==> config.mk <==
export PLATFORM = sky130hd
export DESIGN_NAME = fcb_branch
export DESIGN_NICKNAME = d
export VERILOG_FILES = /design/src/fcb_pkg.sv /design/src/fcb_branch.sv
export VERILOG_INCLUDE_DIRS = /design/src
export SDC_FILE = /design/constraint.sdc
export NUM_CORES = 1
export LEC_CHECK = 0
export BUFFER_PORTS_ARGS = -buffer_cell sky130_fd_sc_hd__clkbuf_2
export CAP_MARGIN = 20
export CORE_MARGIN = 2
export CORE_UTILIZATION = 30
export CTS_BUF_LIST = sky130_fd_sc_hd__clkbuf_8 sky130_fd_sc_hd__clkbuf_16
export DETAILED_ROUTE_END_ITERATION = 8
export GPL_ROUTABILITY_DRIVEN = 0
export GPL_TIMING_DRIVEN = 0
export HOLD_SLACK_MARGIN = 0.12
export PLACE_DENSITY = 0.57
export SETUP_SLACK_MARGIN = 0.3
export SLEW_MARGIN = 20
export SYNTH_ARGS = -nofsm -noshare
export SYNTH_HDL_FRONTEND = slang
export SYNTH_SLANG_ARGS = --single-unit
export TNS_END_PERCENT = 50
==> constraint.sdc <==
create_clock -name mclk -period 6.8 [get_ports mclk]
set_input_delay 0 -clock mclk [delete_from_list [all_inputs] [get_ports mclk]]
set_output_delay 0 -clock mclk [all_outputs]
set_load 0.05 [all_outputs]
==> src/fcb_map.svh <==
`ifndef FCB_MAP_SVH
`define FCB_MAP_SVH

// ****************************************************************
// Condition select codes
// ****************************************************************
`define FCB_COND_W 3
`define FCB_COND_SIGNED_GE 3'h0
`define FCB_COND_SIGNED_LESS 3'h1
`define FCB_COND_HALF_SET 3'h2
`define FCB_COND_HALF_CLEAR 3'h3
`define FCB_COND_NONNEG 3'h4

// ****************************************************************
// Status flag bit positions in the flag vector
// ****************************************************************
`define FCB_FLAG_W 8
`define FCB_FLAG_V 3
`define FCB_FLAG_N 2
`define FCB_FLAG_H 5

// ****************************************************************
// Widths and reset values
// ****************************************************************
`define FCB_PTR_W 16
`define FCB_OFS_W 7
`define FCB_PTR_RST 16'h0000

`endif

==> src/fcb_pkg.sv <==
package fcb_pkg;
  // Sequencer states of the branch unit.
  typedef enum logic [1:0] {
    FCB_IDLE = 2'b00,
    FCB_TAKE = 2'b01
  } fcb_state_e;
endpackage

==> src/fcb_branch.sv <==
// Operation
// - Signed ge: jump when N xor V is 0.
// - Signed less: jump when N xor V is 1.
// - Half carry set: jump when H is 1.
// - Half carry clear: jump when H is 0.
// - Nonnegative: jump when N is 0; flags untouched.
`timescale 1ns/1ps
`include "fcb_map.svh"

module fcb_branch
  import fcb_pkg::*;
#(
  parameter int PTR_W = `FCB_PTR_W,
  parameter int OFS_W = `FCB_OFS_W
) (
  input wire logic mclk,
  input wire logic nrst,
  input wire logic start,
  input wire logic [`FCB_COND_W-1:0] cond_sel,
  input wire logic [OFS_W-1:0] offset,
  input wire logic [`FCB_FLAG_W-1:0] status_flags,
  output logic busy,
  output logic done,
  output logic taken,
  output logic [PTR_W-1:0] instr_pointer
);

  // ****************************************************************
  // State
  // ****************************************************************
  // Everything the unit remembers. The target is kept apart from the
  // pointer so a refused start cannot disturb a jump in flight.
  typedef struct packed {
    fcb_state_e st;
    logic [PTR_W-1:0] ip;
    logic [PTR_W-1:0] target;
    logic done;
    logic taken;
  } fcb_regs_s;

  fcb_regs_s r_q;
  fcb_regs_s r_d;

  // Shared decode of the selected flag test. Codes with no test fall
  // through, so a corrupted select never moves the pointer far.
  function automatic logic cond_true(input logic [2:0] sel,
                                     input logic [`FCB_FLAG_W-1:0] f);
    logic sv;
    sv = f[`FCB_FLAG_N] ^ f[`FCB_FLAG_V];
    cond_true = 1'b0;
    case (sel)
      `FCB_COND_SIGNED_GE: cond_true = ~sv;
      `FCB_COND_SIGNED_LESS: cond_true = sv;
      `FCB_COND_HALF_SET: cond_true = f[`FCB_FLAG_H];
      `FCB_COND_HALF_CLEAR: cond_true = ~f[`FCB_FLAG_H];
      `FCB_COND_NONNEG: cond_true = ~f[`FCB_FLAG_N];
      default: cond_true = 1'b0;
    endcase
  endfunction

  // Condition, sign-extended offset and the plain step to the next word.
  logic hit;
  logic [PTR_W-1:0] ofs_ext;
  logic [PTR_W-1:0] next_ip;

  // Offset is sign-extended so backward jumps wrap correctly.
  assign ofs_ext = PTR_W'($signed(offset));
  assign next_ip = r_q.ip + PTR_W'(1);
  assign hit = cond_true(cond_sel, status_flags);

  // ****************************************************************
  // Next state
  // ****************************************************************
  // A taken jump spends a second cycle so the target adder output is
  // registered before the pointer moves; this keeps the path short.
  always_comb begin
    r_d = r_q;
    r_d.done = 1'b0;
    unique case (r_q.st)
      FCB_IDLE: begin
        if (start) begin
          if (hit) begin
            r_d.target = next_ip + ofs_ext;
            r_d.st = FCB_TAKE;
          end else begin
            r_d.ip = next_ip;
            r_d.done = 1'b1;
            r_d.taken = 1'b0;
          end
        end
      end
      FCB_TAKE: begin
        // A start seen in this cycle is refused without notice; the
        // caller must wait for done before asking again.
        r_d.ip = r_q.target;
        r_d.done = 1'b1;
        r_d.taken = 1'b1;
        r_d.st = FCB_IDLE;
      end
    endcase
  end

  // Register the whole state in one place.
  always_ff @(posedge mclk or negedge nrst) begin
    if (!nrst) begin
      r_q.st <= FCB_IDLE;
      r_q.ip <= PTR_W'(`FCB_PTR_RST);
      r_q.target <= PTR_W'(`FCB_PTR_RST);
      r_q.done <= 1'b0;
      r_q.taken <= 1'b0;
    end else begin
      r_q <= r_d;
    end
  end

  // Flags are only read here, never driven, so no flag can change.
  assign busy = (r_q.st == FCB_TAKE);
  assign done = r_q.done;
  assign taken = r_q.taken;
  assign instr_pointer = r_q.ip;
endmodule

==> impl_metrics.env <==
export IMPL_fin_crit_sh=0.4619
export IMPL_die_area_mm2=0.009501
export IMPL_setup_ws_ps=3659
export IMPL_relSlewSlack=0.4067
export IMPL_io_buffers=34
export IMPL_grt_setup_unrepaired="no"
export IMPL_cts_htree_levels=2
export IMPL_synthArstFlopShare=1.000
export IMPL_crit_type="reg2reg"
export IMPL_grt_pass1_vias=2154
export IMPL_place_hpwl_um=4603
export IMPL_synth_top_family_by_area="simple AND/OR/NAND/NOR gates"
export IMPL_fin_nets=389
export IMPL_core_mm2=0.008593
export IMPL_setup_violations=0
export IMPL_grt_ovfl_total=0
export IMPL_p_sw_frac=0.4824
export IMPL_syn_area_per_cell_um2=8.623
export IMPL_min_to="r_q[3]$_DFFE_PN0P_"
export IMPL_path_buf_inv=0
export IMPL_mostFrequentLayoutCell="nand2_1"
export IMPL_start_util=0.3050
export IMPL_cts_buffer_depth=2
export IMPL_track_usage=0.1308
export IMPL_hold_slack_ps=139.8
export IMPL_cts_buffers_inserted=5
export IMPL_routed_via_density=4.748
export IMPL_synth_ff_type="dfrtp_1"
export IMPL_p_int_uw=748.9
export IMPL_synthSimpleGateAreaFrac=0.1671
export IMPL_cap_violations=0
export IMPL_die_w_um=97.48
export IMPL_hold_path_class="in2reg"
export IMPL_grt_antenna_before_repair=0
export IMPL_grt_pass1_wl_um=10210
export IMPL_min_from="offset[1]"
export IMPL_r2r_cells=11
export IMPL_synth_mux_area_fraction=0.008115
export IMPL_setup_tns_final_ps=0
export IMPL_path_delay_family="simple AND/OR/NAND/NOR gates"
export IMPL_p_seq_frac=0.272
export IMPL_ir_drop_uv=115.2
export IMPL_ys_ff_latch=35
export IMPL_postLayoutCoreUtil=0.3557
export IMPL_critPathSlowestCell="nor3_1"
export IMPL_syn_area_mm2=0.002621
export IMPL_first_pass_iters=4
export IMPL_syn_num_nets=345
export IMPL_drt_initial_drc_count=49
export IMPL_pwr_share_comb=0.615
export IMPL_power_density_mw_per_mm2=473.3
export IMPL_synth_cells=304
export IMPL_drt_total_wl_um=5895
export IMPL_post_synth_num_cell_types=41
export IMPL_crit_path_cell_trace="ha_1, nand3_1, nor3_1, nand3_1, xnor2_1, ha_1, nand2_1, o21a_1, o211ai_1, xnor2_1, o21ai_1"
export IMPL_antenna_cells=0
export IMPL_period_minus_slack_ps=3141
export IMPL_outcome="finished clean"
export IMPL_arrival_ps=3310
export IMPL_reg2reg_to="r_q[17]$_DFFE_PN0P_"
export IMPL_clockRootBuffer="clkbuf_8"
export IMPL_p_leak_uw=0.001373
export IMPL_critPathLaunchType="flop"
export IMPL_hold_path_depth=4
export IMPL_row_count=34
export IMPL_tightest_slew_ps=889.9
export IMPL_synth_xor_area_frac=0.1537
export IMPL_vias=2170
export IMPL_p_total_uw=1447
export IMPL_post_route_drc_count=0
export IMPL_synthAdderAreaFrac=0.09833
export IMPL_wl_per_cell_um=12.90
export IMPL_grt_max_degree=36
export IMPL_num_io_pins=40
export IMPL_timing_fmax_mhz=318.4
export IMPL_clkPwrFrac=0.113
export IMPL_r2r_start="instr_pointer[0]$_DFFE_PN0P_"
export IMPL_ant_nets=0
export IMPL_drive_above_1_share=0.1891
export IMPL_synth_edff_count=0
export IMPL_post_place_ws_ps=3661
export IMPL_synth_warnings=0
export IMPL_synth_compound_area_frac=0.1618
export IMPL_cts_sinks=35
export IMPL_cts_clk_slew_worst_paths_ps=70
export IMPL_clkLatencyLatePin_ps=290
export IMPL_slowest_delay_ps=490
export IMPL_synth_seq_area_share=0.3341
export IMPL_final_cell_mix="nand2_1 (53), dfrtp_1 (35), clkbuf_2 (34)"
export IMPL_tritoncts="done"
export IMPL_worstSetupEndpointType="flop"
export IMPL_clock_skew_ps=3.418
export IMPL_crit_required_ps=6970
export IMPL_hold_viol=0
export IMPL_worstPathMaxFanout=6
export IMPL_switchingPower_uw=697.9
export IMPL_layout_area_overhead_vs_synth_pct=16.61
export IMPL_slew_viol_final=0
export IMPL_dieHeight_um=97.48
export IMPL_rrSetupSlack_ps=3660
worst max path at each step:
| stage | startpoint | end | depth (start not counted) |
|---|---|---|---|
| floorplan | instr_pointer[0]$_DFFE_PN0P_ | r_q[16]$_DFFE_PN0P_ | 11 |
| global route | instr_pointer[0]$_DFFE_PN0P_ | r_q[17]$_DFFE_PN0P_ | 11 |
| CTS | instr_pointer[0]$_DFFE_PN0P_ | r_q[17]$_DFFE_PN0P_ | 11 |
| detailed placement | instr_pointer[0]$_DFFE_PN0P_ | r_q[17]$_DFFE_PN0P_ | 11 |
| global placement | instr_pointer[0]$_DFFE_PN0P_ | r_q[16]$_DFFE_PN0P_ | 11 |
| finish | instr_pointer[0]$_DFFE_PN0P_ | r_q[17]$_DFFE_PN0P_ | 11 |
registers in the layout (all words and copies together) (netlist names):
register       flops
done               1
instr_pointer     16
r_q               17
taken              1
worst min-delay path: stages:
cell and delay [ps]:
clkbuf_2 110, fa_1 190, nand2_1 50, nand2_1 50
through the flow:
step	instances	instance area [um2]
6_report	457	3057
3_5_place_dp	446	2927
3_3_place_gp	446	2927
5_1_grt	457	3057
2_1_floorplan	304	2621
4_1_cts	457	3057
synth_stat cells (2+ instances only):
master	number	area share
nand2_1	53	0.076
dfrtp_1	35	0.33
xnor2_1	30	0.10
o21ai_1	29	0.055
ha_1	19	0.091
buf_4	17	0.049
xor2_1	16	0.053
a21oi_1	15	0.029
nor2_1	14	0.020
nand3_1	12	0.023
inv_1	7	0.010
clkbuf_1	6	0.0086
nor3_1	4	0.0076
o21a_1	4	0.011
o21ai_0	4	0.0076
a21o_1	3	0.0086
a31oi_1	3	0.0072
nand4_1	3	0.0072
o211ai_1	3	0.0086
a211oi_1	2	0.0057
buf_2	2	0.0038
nand2b_1	2	0.0048
nor2b_1	2	0.0048
or4_1	2	0.0057
routing by layer:
layer,routed length [um],share of wire,global-route usage
met1,2908,0.49,0.1806
met5,0,0,0
met2,2749,0.47,0.2191
met4,79,0.013,0.03526
met3,157,0.027,0.01295
final cells by class:
class / instances / area [um2]
Timing Repair Buffer: 37 / 200.2
Multi-Input combinational cell: 235 / 1544
Inverter: 8 / 30.03
Clock buffer: 7 / 96.34
Sequential cell: 35 / 875.8
Clock inverter: 1 / 3.754
Buffer: 26 / 171.4
Fill cell: 914 / 5537
Tap cell: 108 / 135.1
power groups by stage:
stage / sequential, uW / clock [uW] / combinational, uW
floorplan: 379 / 0 / 725
detailed placement: 397 / 0 / 889
global placement: 397 / 0 / 881
finish: 393 / 164 / 890
CTS: 395 / 169 / 896
global route: 412 / 178 / 985
what timing repair did:
item,CTS,global route
endpoints found under the hold margin,37,0
resized for setup,0,0
setup buffers,0,0
hold buffers,3,0
cell families (layout without fill, tap and decap cells):
group | count (synthesis) | in the layout
AND/OR/NAND/NOR | 96 | 96
AO/OA/AOI/OAI | 71 | 71
XOR/XNOR | 46 | 46
flip-flops | 35 | 35
buffers and inverters | 34 | 79
adder cells (fa/ha/maj) | 20 | 20
multiplexers | 2 | 2
No activity file was read; power rests on OpenSTA's default activity.
